**src/core/aout_frame_pkg.sv**
```systemverilog
// constants and register layout for the audio out serial frame builder
// Overview of operation
// - a frame lasts the frame length divider plus one bit clocks
// - each frame may carry two 16-bit control fields, each with its own enable
// - an enabled control field sends its stored word from its start position
// - both control enables are zero after reset
// - both control start positions are zero after reset
// - control fields follow the same bit order as samples
// - writing a control pair fills the holding buffer and sets pending
// - pending clears once the pair moves into the transmit shadow
// - pending low means ready, high means not ready; it resets low
// - without a new pair the old control words repeat every frame
// - no interrupt exists; progress is seen only by polling pending
// - same start position: left, right, first control, second control
// - a later-starting field cuts off the rest of an earlier field
// - uncovered frame bits are sent as zero
// - frames keep running while transmission is disabled
// - the last control pair written appears in the next frame
// - msb first: top bit at start position, down to the stop bit index
// - pulse mode drives word select for one bit clock per frame
package aout_frame_pkg;
	localparam int POS_W = 9;
	localparam int HALF_W = 8;
	// register byte offsets
	localparam logic [4:0] OFS_CONTROL = 5'h00;
	localparam logic [4:0] OFS_WORD_PAIR = 5'h04;
	localparam logic [4:0] OFS_POSITIONS = 5'h08;
	localparam logic [4:0] OFS_STATE = 5'h0c;
	localparam logic [4:0] OFS_TIMING = 5'h10;
	// audio_out_control fields
	localparam int CTL_TRANSMIT_ENABLE = 0;
	localparam int CTL_BIT_ORDER = 1;
	localparam int CTL_CLOCK_EDGE = 2;
	localparam int CTL_WORD_SELECT_PULSE_MODE = 3;
	localparam int CTL_POLARITY = 4;
	localparam int CTL_STEREO = 5;
	localparam int CTL_WIDE = 6;
	localparam int CTL_FIRST_EN = 7;
	localparam int CTL_SECOND_EN = 8;
	localparam int CTL_STOP_LSB = 9;
	localparam int CTL_LEFT_LSB = 14;
	localparam int CTL_RIGHT_LSB = 23;
	// codec_word_pair and codec_field_positions fields
	localparam int PAIR_SECOND_LSB = 16;
	localparam int POS_FIRST_LSB = 0;
	localparam int POS_SECOND_LSB = 16;
	// timing register fields
	localparam int TIM_DIV_LSB = 0;
	localparam int TIM_HALF_LSB = 16;
	// audio_out_state fields
	localparam int ST_PENDING = 0;
	localparam int ST_WORD_SELECT = 1;
	localparam int ST_COUNT_LSB = 16;
	// reset values
	localparam logic [31:0] RST_CONTROL = 32'h0000_0000;
	localparam logic [31:0] RST_POSITIONS = 32'h0000_0000;
	localparam logic [POS_W-1:0] RST_DIVIDER = 9'h03f;
	localparam logic [HALF_W-1:0] RST_HALF = 8'h01;
	localparam logic [15:0] CTRL_MSB = 16'h000f;
	typedef enum logic [0:0] {
		BUS_IDLE = 1'b0,
		BUS_ANSWER = 1'b1
	} bus_state_t;
endpackage : aout_frame_pkg

```
**src/core/aout_frame_codec.sv**
```systemverilog
// audio out serial frame builder with codec control fields and avalon slave
`timescale 1ns/1ps
module aout_frame_codec
	import aout_frame_pkg::*;
(
	input wire logic clk, // 25 mhz system clock
	input wire logic rst, // async reset, active high
	input wire logic [4:0] avs_address, // byte address
	input wire logic avs_read, // read request
	input wire logic avs_write, // write request
	input wire logic [3:0] avs_byteenable, // write byte lanes
	input wire logic [31:0] avs_writedata, // write data
	output logic [31:0] avs_readdata, // read data
	output logic avs_waitrequest, // low marks the accepting edge
	input wire logic [31:0] left_sample, // left sample, caught at frame start
	input wire logic [31:0] right_sample, // right sample, caught at frame start
	output logic sample_strobe, // one-cycle pulse when samples are caught
	output logic bit_clock_line, // serial bit clock
	output logic word_select_line, // serial word select
	output logic serial_data_lines // serial data
);
	logic [31:0] ctl_r, ctl_nxt;
	logic [31:0] pos_r, pos_nxt;
	logic [POS_W-1:0] div_r, div_nxt;
	logic [HALF_W-1:0] half_r, half_nxt;
	logic [31:0] buf_r, buf_nxt;
	logic [31:0] shadow_r, shadow_nxt;
	logic pending_r, pending_nxt;
	logic [31:0] left_r, left_nxt;
	logic [31:0] right_r, right_nxt;
	logic [HALF_W-1:0] hcnt_r, hcnt_nxt;
	logic [POS_W-1:0] cnt_r, cnt_nxt;
	logic sck_r, sck_nxt;
	logic ws_r, ws_nxt;
	logic sd_r, sd_nxt;
	logic strobe_r, strobe_nxt;
	bus_state_t bus_r, bus_nxt;
	logic wait_r, wait_nxt;
	logic [31:0] rdata_r, rdata_nxt;

	// control field aliases
	logic order_lsb, wide, stereo;
	logic [4:0] stop_idx;
	logic [POS_W-1:0] start [4];
	logic [3:0] present;
	assign order_lsb = ctl_r[CTL_BIT_ORDER];
	assign wide = ctl_r[CTL_WIDE];
	assign stereo = ctl_r[CTL_STEREO];
	assign stop_idx = wide ? ctl_r[CTL_STOP_LSB +: 5] : {1'b0, ctl_r[CTL_STOP_LSB +: 4]};
	assign start[0] = ctl_r[CTL_LEFT_LSB +: POS_W];
	assign start[1] = ctl_r[CTL_RIGHT_LSB +: POS_W];
	assign start[2] = pos_r[POS_FIRST_LSB +: POS_W];
	assign start[3] = pos_r[POS_SECOND_LSB +: POS_W];
	assign present = {ctl_r[CTL_SECOND_EN], ctl_r[CTL_FIRST_EN], 2'b11};

	// writable register image with byte lanes applied
	function automatic logic [31:0] merge(input logic [31:0] old, input logic [31:0] wd,
			input logic [3:0] be);
		logic [31:0] m;
		m = {{8{be[3]}}, {8{be[2]}}, {8{be[1]}}, {8{be[0]}}};
		return (old & ~m) | (wd & m);
	endfunction : merge

	always_comb begin
		logic tick, edge_is_fall, change, wrap, first_half;
		logic [POS_W-1:0] n;
		logic [POS_W-1:0] best_start;
		logic [2:0] best;
		logic [9:0] off;
		logic [9:0] msb;
		logic [9:0] idx;
		logic [31:0] lsrc, rsrc, sh;
		logic [31:0] wimg;
		logic acc, hit;
		tick = 1'b0;
		edge_is_fall = 1'b0;
		change = 1'b0;
		wrap = 1'b0;
		first_half = 1'b0;
		n = '0;
		best_start = '0;
		best = 3'd4;
		off = '0;
		msb = '0;
		idx = '0;
		lsrc = '0;
		rsrc = '0;
		sh = '0;
		wimg = '0;
		acc = 1'b0;
		hit = 1'b0;
		ctl_nxt = ctl_r;
		pos_nxt = pos_r;
		div_nxt = div_r;
		half_nxt = half_r;
		buf_nxt = buf_r;
		shadow_nxt = shadow_r;
		pending_nxt = pending_r;
		left_nxt = left_r;
		right_nxt = right_r;
		hcnt_nxt = hcnt_r;
		cnt_nxt = cnt_r;
		sck_nxt = sck_r;
		ws_nxt = ws_r;
		sd_nxt = sd_r;
		strobe_nxt = 1'b0;
		bus_nxt = bus_r;
		wait_nxt = wait_r;
		rdata_nxt = rdata_r;

		// bit clock divider, free running so frames never stop
		if (hcnt_r >= half_r) begin
			hcnt_nxt = '0;
			tick = 1'b1;
			sck_nxt = ~sck_r;
		end else begin
			hcnt_nxt = hcnt_r + 1'b1;
		end
		edge_is_fall = sck_r;
		change = tick && (edge_is_fall ^ ctl_r[CTL_CLOCK_EDGE]);

		// next frame bit position and frame wrap
		wrap = (cnt_r >= div_r);
		n = wrap ? '0 : cnt_r + 1'b1;

		// data seen by the bit about to go out; a wrap uses the fresh values
		lsrc = (change && wrap) ? left_sample : left_r;
		rsrc = (change && wrap) ? (stereo ? right_sample : left_sample) : right_r;
		if (!ctl_r[CTL_TRANSMIT_ENABLE]) begin
			lsrc = '0;
			rsrc = '0;
		end
		sh = (change && wrap && pending_r) ? buf_r : shadow_r;

		// latest-starting field wins; ties keep the earlier, higher-priority one
		for (int i = 0; i < 4; i++) begin
			if (present[i] && start[i] <= n) begin
				if (best == 3'd4 || start[i] > best_start) begin
					best = 3'(i);
					best_start = start[i];
				end
			end
		end
		off = 10'(n - best_start);
		case (best)
			3'd0, 3'd1: begin
				msb = wide ? 10'd31 : 10'd15;
				if (order_lsb) begin
					idx = 10'(stop_idx) + off;
					hit = (idx <= msb);
				end else begin
					idx = msb - off;
					hit = (off <= msb - 10'(stop_idx));
				end
				if (hit) begin
					sd_nxt = (best == 3'd0) ? lsrc[idx[4:0]] : rsrc[idx[4:0]];
				end
			end
			3'd2, 3'd3: begin
				idx = order_lsb ? off : 10'(CTRL_MSB) - off;
				hit = (off <= 10'(CTRL_MSB));
				if (hit) begin
					sd_nxt = (best == 3'd2) ? sh[idx[3:0]] : sh[5'(PAIR_SECOND_LSB) + 5'(idx[3:0])];
				end
			end
			default: begin
				hit = 1'b0;
			end
		endcase
		if (!hit) begin
			sd_nxt = 1'b0;
		end

		// word select: half duty or one bit per frame
		first_half = ({1'b0, n} <= ({1'b0, div_r} >> 1));
		if (ctl_r[CTL_WORD_SELECT_PULSE_MODE]) begin
			ws_nxt = ctl_r[CTL_POLARITY] ? (n == '0) : (n != '0);
		end else begin
			ws_nxt = ctl_r[CTL_POLARITY] ? first_half : ~first_half;
		end

		if (change) begin
			cnt_nxt = n;
			if (wrap) begin
				left_nxt = lsrc;
				right_nxt = rsrc;
				strobe_nxt = 1'b1;
				if (pending_r) begin
					shadow_nxt = buf_r;
					pending_nxt = 1'b0;
				end
			end
		end else begin
			sd_nxt = sd_r;
			ws_nxt = ws_r;
		end

		// avalon slave: one wait cycle, then accept
		acc = 1'b0;
		case (bus_r)
			BUS_IDLE: begin
				if (avs_read || avs_write) begin
					bus_nxt = BUS_ANSWER;
					wait_nxt = 1'b0;
					rdata_nxt = '0;
					if (avs_address == OFS_CONTROL) begin
						rdata_nxt = ctl_r;
					end else if (avs_address == OFS_WORD_PAIR) begin
						rdata_nxt = buf_r;
					end else if (avs_address == OFS_POSITIONS) begin
						rdata_nxt = pos_r;
					end else if (avs_address == OFS_STATE) begin
						rdata_nxt[ST_PENDING] = pending_r;
						rdata_nxt[ST_WORD_SELECT] = ws_r;
						rdata_nxt[ST_COUNT_LSB +: POS_W] = cnt_r;
					end else if (avs_address == OFS_TIMING) begin
						rdata_nxt[TIM_DIV_LSB +: POS_W] = div_r;
						rdata_nxt[TIM_HALF_LSB +: HALF_W] = half_r;
					end
				end
			end
			BUS_ANSWER: begin
				acc = 1'b1;
				bus_nxt = BUS_IDLE;
				wait_nxt = 1'b1;
			end
			default: begin
				bus_nxt = BUS_IDLE;
				wait_nxt = 1'b1;
			end
		endcase
		if (acc && avs_write) begin
			if (avs_address == OFS_CONTROL) begin
				ctl_nxt = merge(ctl_r, avs_writedata, avs_byteenable);
			end else if (avs_address == OFS_WORD_PAIR) begin
				buf_nxt = merge(buf_r, avs_writedata, avs_byteenable);
				pending_nxt = 1'b1;
			end else if (avs_address == OFS_POSITIONS) begin
				wimg = merge(pos_r, avs_writedata, avs_byteenable);
				pos_nxt = '0;
				pos_nxt[POS_FIRST_LSB +: POS_W] = wimg[POS_FIRST_LSB +: POS_W];
				pos_nxt[POS_SECOND_LSB +: POS_W] = wimg[POS_SECOND_LSB +: POS_W];
			end else if (avs_address == OFS_TIMING) begin
				wimg = merge({8'h00, half_r, 7'h00, div_r}, avs_writedata, avs_byteenable);
				div_nxt = wimg[TIM_DIV_LSB +: POS_W];
				half_nxt = wimg[TIM_HALF_LSB +: HALF_W];
			end
		end
	end

	always_ff @(posedge clk or posedge rst) begin
		if (rst) begin
			ctl_r <= RST_CONTROL;
			pos_r <= RST_POSITIONS;
			div_r <= RST_DIVIDER;
			half_r <= RST_HALF;
			buf_r <= '0;
			shadow_r <= '0;
			pending_r <= 1'b0;
			left_r <= '0;
			right_r <= '0;
			hcnt_r <= '0;
			cnt_r <= '0;
			sck_r <= 1'b0;
			ws_r <= 1'b0;
			sd_r <= 1'b0;
			strobe_r <= 1'b0;
			bus_r <= BUS_IDLE;
			wait_r <= 1'b1;
			rdata_r <= '0;
		end else begin
			ctl_r <= ctl_nxt;
			pos_r <= pos_nxt;
			div_r <= div_nxt;
			half_r <= half_nxt;
			buf_r <= buf_nxt;
			shadow_r <= shadow_nxt;
			pending_r <= pending_nxt;
			left_r <= left_nxt;
			right_r <= right_nxt;
			hcnt_r <= hcnt_nxt;
			cnt_r <= cnt_nxt;
			sck_r <= sck_nxt;
			ws_r <= ws_nxt;
			sd_r <= sd_nxt;
			strobe_r <= strobe_nxt;
			bus_r <= bus_nxt;
			wait_r <= wait_nxt;
			rdata_r <= rdata_nxt;
		end
	end

	assign avs_readdata = rdata_r;
	assign avs_waitrequest = wait_r;
	assign sample_strobe = strobe_r;
	assign bit_clock_line = sck_r;
	assign word_select_line = ws_r;
	assign serial_data_lines = sd_r;
endmodule : aout_frame_codec

```
**config.mk**
```make
export PLATFORM = sky130hd
export DESIGN_NAME = aout_frame_codec
export DESIGN_NICKNAME = d
export VERILOG_FILES = /design/src/core/aout_frame_pkg.sv /design/src/core/aout_frame_codec.sv
export SDC_FILE = /design/constraint.sdc
export NUM_CORES = 1
export LEC_CHECK = 0
export BUFFER_PORTS_ARGS = -buffer_cell sky130_fd_sc_hd__buf_2
export CAP_MARGIN = 10
export CORE_ASPECT_RATIO = 0.6
export CORE_MARGIN = 5
export CORE_UTILIZATION = 41
export CTS_BUF_LIST = sky130_fd_sc_hd__clkbuf_16
export CTS_CLUSTER_DIAMETER = 80
export CTS_CLUSTER_SIZE = 24
export DETAILED_ROUTE_END_ITERATION = 6
export RECOVER_POWER = 50
export SLEW_MARGIN = 10
export SYNTH_ARGS = -nofsm -noshare
export SYNTH_HDL_FRONTEND = slang
export SYNTH_SLANG_ARGS = --single-unit
```
**constraint.sdc**
```tcl
create_clock -name clk -period 37.1 [get_ports clk]
set_clock_uncertainty 0.05 [all_clocks]
set_input_delay 3.71 -clock clk [delete_from_list [all_inputs] [get_ports clk]]
set_output_delay 3.71 -clock clk [all_outputs]
set_load 0.1 [all_outputs]
```
# Yosys cells after proc, flatten, opt, wreduce, memory -nomap -nowiden
# Cells that the tools add are included.
# W data, S select, Z words.
dict set report word_totals {
  input_bits 109
  ff_bits 251
  word_cells 167
  out_inout_bits 37
}
dict set report classes {
  n_addsub 8
  eq_ne 14
  n_mux 70
  n_lt_le_gt_ge 16
  n_reduce_logical 24
  n_bitwise 17
}
# op count
set ops {}
lappend ops {{$mux W32} 8}
lappend ops {{$mux W9} 11}
lappend ops {{$and A32 B32 Y32} 3}
lappend ops {{$or A32 B32 Y32} 2}
lappend ops {{$le A9 B9 Y1} 4}
lappend ops {{$not A32 Y32} 1}
lappend ops {{$gt A9 B9 Y1} 3}
lappend ops {{$mux W1} 26}
lappend ops {{$and A25 B25 Y25} 1}
lappend ops {{$or A25 B25 Y25} 1}
lappend ops {{$and A24 B24 Y24} 1}
lappend ops {{$mux W8} 3}
lappend ops {{$or A24 B24 Y24} 1}
lappend ops {{$mux W3} 7}
lappend ops {{$mux W5} 4}
lappend ops {{$bmux W1 S5} 3}
lappend ops {{$lt A5 B6 Y1 const B} 2}
lappend ops {{$add A5 B10 Y10} 1}
lappend ops {{$eq A5 B4 Y1 const B} 2}
lappend ops {{$le A10 B10 Y1} 1}
lappend ops {{$le A10 B4 Y1 const B} 1}
lappend ops {{$le A10 B5 Y1} 1}
lappend ops {{$sub A9 B9 Y10} 1}
lappend ops {{$add A9 B1 Y9 const B} 1}
lappend ops {{other kinds (35)} 60}

# Depth between registers and ports, before layout
# Gate-level depths: netlist of the first run.
dict set report logic_depth {
  word_depth 26
  depth_mapped 61
  depth_no_buf 56
}

# Worst setup path after synthesis of the first run
# No wires, ideal clock.
dict set report synth_timing {
  kind {reg2reg}
  startpoint {register (tool-made name)}
  endpoint {register sd_r (netlist: serial_data_lines)}
  period_less_slack_ps 12731
  t_arrival_ps 12547
  path_slack_ps 24369
  path_stages_with_launch 58
  setup_ps 134
  path_buffers 7
  required_time_ps 36916
  path_cell_list {dfstp_2 inv_1 ha_1 a21o_1 a31oi_1 o211a_1 clkbuf_1 nand2b_1 ha_1 a21o_1 a2111oi_0 a21o_1 clkbuf_1 nand2_1 ha_1 a21oi_1 nor2b_1 o311ai_0 [22 not listed] clkbuf_1 mux2_2 fa_1 xor2_2 inv_2 buf_2 clkbuf_1 ha_1 xnor2_2 a21oi_2 buf_6 mux2_4 nand2_1 a21oi_1 or4_1 and4_1 a2111oi_2 a211oi_2}
}
# element line_no
set synth_rtl {}
lappend synth_rtl {{end signal, assigned} aout_frame_codec.sv:285} ;# sd_r <= sd_nxt;
lappend synth_rtl {{end, declared} aout_frame_codec.sv:35} ;# logic sd_r, sd_nxt;

==> results.sh, run 1 <==
export IMPL_yosysMostFrequentCell="nand2_1"
export IMPL_yosys_warnings=0
export IMPL_cts_buffers_inserted=15
export IMPL_async_reset_ff_frac=1.00
export IMPL_power_density_nw_per_um2=80.1
export IMPL_dieArea_sq_um=44300
export IMPL_wl_per_cell_microns=24.3
export IMPL_ys_seq_elements=251
export IMPL_synthTopCellsByCount="nand2_1 (328), dfrtp_1 (243), mux2_2 (124)"
export IMPL_grt_antenna_before_repair=3
export IMPL_ys_types=85
export IMPL_required_ns=37.45
export IMPL_vias_per_cell=5.98
export IMPL_setup_worst_path_class="flop to flop"
export IMPL_drc=0
export IMPL_violations="capacitance limit, slew limit"
export IMPL_cts_htree_levels=1
export IMPL_r2r_slack_ns=21.95
export IMPL_final_area_sq_um=17900
export IMPL_cpMostUsedCell="ha_1"
export IMPL_ant_nets=0
export IMPL_grt_pass1_wl_microns=85700
export IMPL_vias=13900
export IMPL_clkSinkCount=251
export IMPL_post_route_period_util=0.408
export IMPL_rsz0062_at_grt="false"
export IMPL_insertedDiodeCount=0
export IMPL_period_minus_slack_ns=15.15
export IMPL_die_w_microns=268
export IMPL_root_buffer="clkbuf_16"
export IMPL_endpoint_kind="flop"
export IMPL_gp_congestion=0.917
export IMPL_slew_limit_headroom=-2.46
export IMPL_critPathLaunchType="flop"
export IMPL_placed_cell_area_sq_um=17600
export IMPL_syn_avg_cell_area_sq_um=9.63
export IMPL_setup_viol_count_final=0
export IMPL_critPathMaxStageDelay_ns=0.95
export IMPL_hold_class="flop to flop"
export IMPL_post_place_ws_ns=22.49
export IMPL_worstReg2RegEnd="serial_data_lines$_DFFE_PP0P_"
export IMPL_tns_ns=0
export IMPL_insertion_delay_ns=0.52
export IMPL_ctsHoldBuffers=0
export IMPL_synth_compound_area_frac=0.159
export IMPL_reg2regPathDepth=49
export IMPL_ys_top_cells_by_area="dfrtp_1 (37%), ha_1 (8.5%), mux2_2 (8.5%)"
export IMPL_hold_slack_ns=0.425
export IMPL_nets=2025
export IMPL_start_util=0.417
export IMPL_fin_ws_ns=21.95
export IMPL_drtIter0Drc=1605
export IMPL_path_clk_slew_ns=0.11
export IMPL_hold_start="left_r[24]$_DFFE_PP0P_"
export IMPL_grt_usage=0.253
export IMPL_min_to="left_r[24]$_DFFE_PP0P_"
export IMPL_vdd_drop_max_v=0.0000475
export IMPL_finalNonFillerCells=2332
export IMPL_worstMarginPinSlew_ns=5.16
export IMPL_synthAdderAreaFrac=0.0878
export IMPL_syn2layout_area_growth_pct=9.18
export IMPL_cts_tree="built"
export IMPL_synth_area_sq_um=16400
export IMPL_io_pins=146
export IMPL_fp_coreArea_sq_um=39300
export IMPL_port_buffer_count=145
export IMPL_post_cts_buffers=0
export IMPL_synth_edf_count=0
export IMPL_hold_depth=2
export IMPL_crit_path_max_fanout=20
export IMPL_num_rows=56
export IMPL_synth_top_area_frac=0.371
export IMPL_layout_drive_gt1_share=0.177
export IMPL_dpl_cell_count=2307
export IMPL_synth_top_family_by_area="multiplexers"
export IMPL_drt_pass1_iter_count=6
export IMPL_crit_buf_inv=4
export IMPL_grt_max_degree=114
export IMPL_outcome="complete, but fails checks"
export IMPL_fmax_mhz=66.0
export IMPL_drv_cap=8
export IMPL_synth_xor_area_frac=0.0179
export IMPL_fp_dieH_microns=165
export IMPL_final_max_slew_viol_count=477
export IMPL_synthMuxAreaShare=0.161
export IMPL_cp_arrival_ns=15.50
export IMPL_hold_viol=0
export IMPL_synth_seq_area_share=0.383
export IMPL_overflow=0
export IMPL_clockBufferDepth=3
export IMPL_grt_pass1_vias=13400
export IMPL_ys_flop_type="dfrtp_1"
export IMPL_wirelength_microns=56700
export IMPL_post_cts_resized=0
export IMPL_synth_simple_area_share=0.151
export IMPL_synth_area_leader_cell="dfrtp_1"
export IMPL_leakage_nw=8.48
export IMPL_crit_family="compound AO/OA/AOI/OAI gates"
export IMPL_cp_slowest_cell="a21oi_1"
export IMPL_synth_cells=1705
export IMPL_dp_hpwl_microns=43200
## cell usage in the layout (no fill, tap or decap), drive strengths merged, types with 7 or more instances in the layout
cell	Yosys	routed
nor2	46	46
o31ai	36	36
nor2b	16	16
o21ai	72	72
dfstp	8	8
nand2b	15	15
a22oi	27	27
nand3	55	55
and3	14	14
o21a	26	26
o22ai	7	7
nor4	7	7
nand4	24	24
a31oi	7	7
xnor2	11	11
a22o	7	7
nand2	328	328
mux2i	87	87
a211oi	15	15
a21o	21	21
a222oi	17	17
mux4	14	14
xor2	20	20
buf	35	132
and2	11	11
a2111oi	9	9
nor3	20	20
a21oi	62	62
inv	73	80
a21boi	9	9
ha	112	112
dfrtp	243	243
clkbuf	51	45
mux2	128	128
## logic make-up (layout without fill, tap and decap cells)
family | count (synthesis) | after routing
adder cells (fa/ha/maj) | 114 | 114
AO/OA/AOI/OAI | 366 | 366
flip-flops | 251 | 251
XOR/XNOR | 31 | 31
buffers and inverters | 159 | 260
other | 1 | 5
AND/OR/NAND/NOR | 554 | 554
multiplexers | 229 | 229
## worst reg2reg max path, delay by kind of cell (launching register included)
kind | cells | cell delay [ns]
AO/OA/AOI/OAI | 24 | 7.09
XOR/XNOR | 2 | 0.94
adder cells (fa/ha/maj) | 8 | 2.82
buffers and inverters | 4 | 0.70
flip-flops | 1 | 0.55
multiplexers | 2 | 0.77
AND/OR/NAND/NOR | 9 | 2.11
## power breakdown
| part | switching (mW) | internal [mW] |
|---|---|---|
| combinational | 0.576 | 0.327 |
| clock | 0.104 | 0.0773 |
| sequential | 0.0395 | 0.310 |
| total | 0.719 | 0.715 |
## through the flow
| stage | total power, mW | util |
|---|---|---|
| floorplan | 1.01 | - |
| global placement | 1.23 | 0.447 |
| detailed placement | 1.24 | 0.447 |
| CTS | 1.42 | 0.459 |
| global route | 1.53 | 0.456 |
| finish | 1.43 | 0.456 |
## layer usage
layer  track usage  routed length (microns)  up-vias
met5             0                       13        -
met4        0.0323                      668        2
met3        0.0779                     6080       52
met2         0.346                    22800      607
met1         0.398                    27100     6897
li1              -                        -     6379
## cell type report
type,count,area (sq um)
clock inverter,10,71.3
tap,522,653
sequential,251,6290
inverter,73,277
fill,3771,21400
timing repair buffer,162,801
clock buffer,15,375
multi-input combinational,1299,9450
## how the worst max path moves through the flow
stage	start	end	slack, ns	cells after the start
floorplan	flop	serial_data_lines$_DFFE_PP0P_	24.37	57
global placement	flop	serial_data_lines$_DFFE_PP0P_	22.86	50
detailed placement	flop	serial_data_lines$_DFFE_PP0P_	22.49	50
CTS	flop	serial_data_lines$_DFFE_PP0P_	22.34	50
global route	cnt_r[0]$_DFFE_PP0P_	serial_data_lines$_DFFE_PP0P_	21.07	51
finish	flop	serial_data_lines$_DFFE_PP0P_	21.95	49
(Power assumes the default switching activity.)
==> inputs of run 2 (changes only) <==
- ABC_AREA: default -> 1
- clock period: 37.1 -> 13.48 ns (I/O delays scaled with it)
==> run 2 against run 1 <==
Effect of this change: the run still ends with capacitance limit, slew limit left; critical endpoint unchanged; first-iteration DRC count rose by 8.4%; combinational power grew to 3.7 times the previous value; clock power grew to 2.8 times the previous value; worst setup slack worse by 21 ns; final cell count up 14%; maximum frequency increased by 22%; largest cell class unchanged.
==> results.sh, run 2 <==
export IMPL_placed_cell_area_sq_um=16700
export IMPL_cp_arrival_ns=12.85
export IMPL_wl_per_cell_microns=20.5
export IMPL_ys_types=53
export IMPL_r2r_slack_ns=1.03
export IMPL_grt_antenna_before_repair=2
export IMPL_die_w_microns=262
export IMPL_routed_top_layer="met4"
export IMPL_layout_cells_most_common="nand2_1"
export IMPL_synth_edf_count=0
export IMPL_path_clk_slew_ns=0.11
export IMPL_yosys_warnings=0
export IMPL_post_cts_buffers=0
export IMPL_hold_slack_ns=0.430
export IMPL_hold_depth=2
export IMPL_drtIter0Drc=1740
export IMPL_dp_hpwl_microns=41000
export IMPL_ant_nets=0
export IMPL_drv_cap=5
export IMPL_clockBufferDepth=3
export IMPL_drt_pass1_iter_count=5
export IMPL_start_util=0.414
export IMPL_insertion_delay_ns=0.52
export IMPL_vias=14600
export IMPL_hold_start="right_r[23]$_DFFE_PP0P_"
export IMPL_nets=2349
export IMPL_yosysMostFrequentCell="nand2_1"
export IMPL_ys_flop_type="dfrtp_1"
export IMPL_final_cell_mix="nand2_1 (541), dfrtp_1 (243), o21ai_0 (235)"
export IMPL_worstReg2RegEnd="serial_data_lines$_DFFE_PP0P_"
export IMPL_critPathLaunchType="flop"
export IMPL_drc=0
export IMPL_cpMostUsedCell="nand2_1"
export IMPL_layout_drive_gt1_share=0.0937
export IMPL_critPathMaxStageDelay_ns=0.55
export IMPL_endpoint_kind="flop"
export IMPL_setup_worst_path_class="flop to flop"
export IMPL_vdd_drop_max_v=0.000178
export IMPL_io_pins=146
export IMPL_post_route_period_util=0.924
export IMPL_setup_viol_count_final=0
export IMPL_synthTopCellsByCount="nand2_1 (544), dfrtp_1 (243), o21ai_0 (236)"
export IMPL_dieArea_sq_um=42100
export IMPL_grt_usage=0.250
export IMPL_pwr_share_clk=0.107
export IMPL_p_int_mw=2.06
export IMPL_power_density_nw_per_um2=279
export IMPL_ys_top_cells_by_area="dfrtp_1 (39%), nand2_1 (13%), ha_1 (9.0%)"
export IMPL_reg2regPathDepth=69
export IMPL_hold_viol=0
export IMPL_worstMarginPinSlew_ns=6.12
export IMPL_async_reset_ff_frac=1.00
export IMPL_crit_path_max_fanout=45
export IMPL_min_to="right_r[23]$_DFFE_PP0P_"
export IMPL_period_minus_slack_ns=12.45
export IMPL_synth_area_sq_um=15600
export IMPL_synth_area_leader_cell="dfrtp_1"
export IMPL_synth_top_area_frac=0.391
export IMPL_fin_util=0.457
export IMPL_rsz0062_at_grt="false"
export IMPL_final_area_sq_um=17200
export IMPL_cp_slowest_cell="dfstp_2"
export IMPL_final_max_slew_viol_count=350
export IMPL_fmax_mhz=80.3
export IMPL_fp_coreArea_sq_um=37600
export IMPL_syn_avg_cell_area_sq_um=7.66
export IMPL_hold_class="flop to flop"
export IMPL_wl_met1_microns=28100
export IMPL_ctsHoldBuffers=0
export IMPL_gp_congestion=0.966
export IMPL_grt_pass1_vias=13200
export IMPL_grt_pass1_wl_microns=82000
export IMPL_cts_buffers_inserted=15
export IMPL_power_frac_seq=0.199
export IMPL_insertedDiodeCount=0
export IMPL_pwr_share_comb=0.694
export IMPL_slew_limit_headroom=-3.10
export IMPL_ys_seq_elements=251
export IMPL_overflow=0
export IMPL_fp_dieH_microns=161
export IMPL_leakage_nw=8.55
export IMPL_synth_seq_area_share=0.404
export IMPL_root_buffer="clkbuf_16"
export IMPL_syn2layout_area_growth_pct=10.2
export IMPL_outcome="complete, but fails checks"
export IMPL_cts_tree="built"
export IMPL_num_rows=55
export IMPL_wl_met2_microns=20300
export IMPL_synth_cells=2031
export IMPL_vias_per_cell=5.53
export IMPL_power_net_switching_mw=2.73
export IMPL_dr_wl_met3_microns=5120
export IMPL_clkSinkCount=251
export IMPL_sw_frac_of_total=0.570
export IMPL_port_buffer_count=145
export IMPL_violations="capacitance limit, slew limit"
export IMPL_wirelength_microns=54200
export IMPL_cts_htree_levels=1
export IMPL_grt_max_degree=130
export IMPL_tns_ns=0
export IMPL_required_ns=13.88
export IMPL_post_cts_resized=0
run 2: cell count changes after synthesis, moves of 39 or more:
cell / delta
a21oi_1: +39
inv_1: +140
mux2_2: -101
mux2i_1: -78
nand2_1: +216
nand3_1: +126
o21ai_0: +166
run 2: power groups by stage:
stage	sequential [mW]	clock (mW)	combinational, mW
3_5_place_dp	0.960	0	3.21
6_report	0.950	0.512	3.32
2_1_floorplan	1.05	0	2.13
4_1_cts	0.947	0.528	3.22
3_3_place_gp	0.958	0	3.20
5_1_grt	0.961	0.551	3.65
run 2: metrics by stage:
step,setup WS [ns],power [mW],instances
2_1_floorplan,3.34,3.18,2035
3_3_place_gp,0.807,4.16,2622
3_5_place_dp,0.553,4.17,2622
4_1_cts,0.480,4.69,2647
5_1_grt,0.0253,5.17,2647
6_report,1.03,4.78,2647
run 2: cells by family (layout without fill, tap and decap cells):
| logic type | after synthesis | after routing | share of synthesized area |
|---|---|---|---|
| fa+ha+maj | 114 | 114 | 0.0926 |
| buf+inv | 306 | 405 | 0.0780 |
| mux | 32 | 32 | 0.0224 |
| flops | 251 | 251 | 0.404 |
| other cells | 1 | 5 | 0.000241 |
| simple gates | 876 | 876 | 0.241 |
| xor+xnor | 9 | 9 | 0.00555 |
| compound gates | 442 | 442 | 0.157 |
run 2: layer usage:
metal	up-vias	global-route usage
met3	44	0.0564
met2	571	0.322
met1	7014	0.428
met5	-	0
li1	7018	-
met4	0	0.0265
run 2: how the worst max path moves through the flow:
stage | startpoint | end | depth (start not counted)
global route | cnt_r[0]$_DFFE_PP0P_ | serial_data_lines$_DFFE_PP0P_ | 74
CTS | flop | serial_data_lines$_DFFE_PP0P_ | 70
floorplan | flop | serial_data_lines$_DFFE_PP0P_ | 79
global placement | flop | serial_data_lines$_DFFE_PP0P_ | 73
detailed placement | flop | serial_data_lines$_DFFE_PP0P_ | 70
finish | flop | serial_data_lines$_DFFE_PP0P_ | 69
run 2: final cells by class:
cell class / instances / area (sq um)
tap: 513 / 642
multi-input combinational: 1478 / 8140
fill: 3827 / 20400
inverter: 214 / 805
clock buffer: 15 / 375
clock inverter: 10 / 86.3
timing repair buffer: 166 / 822
sequential: 251 / 6290
run 2: critical path: cells and delay by family (launching register included):
family	cells	cell delay (ns)
simple gates	32	4.34
compound gates	20	3.15
fa+ha+maj	9	3.04
buf+inv	6	0.63
xor+xnor	2	0.60
flops	1	0.55
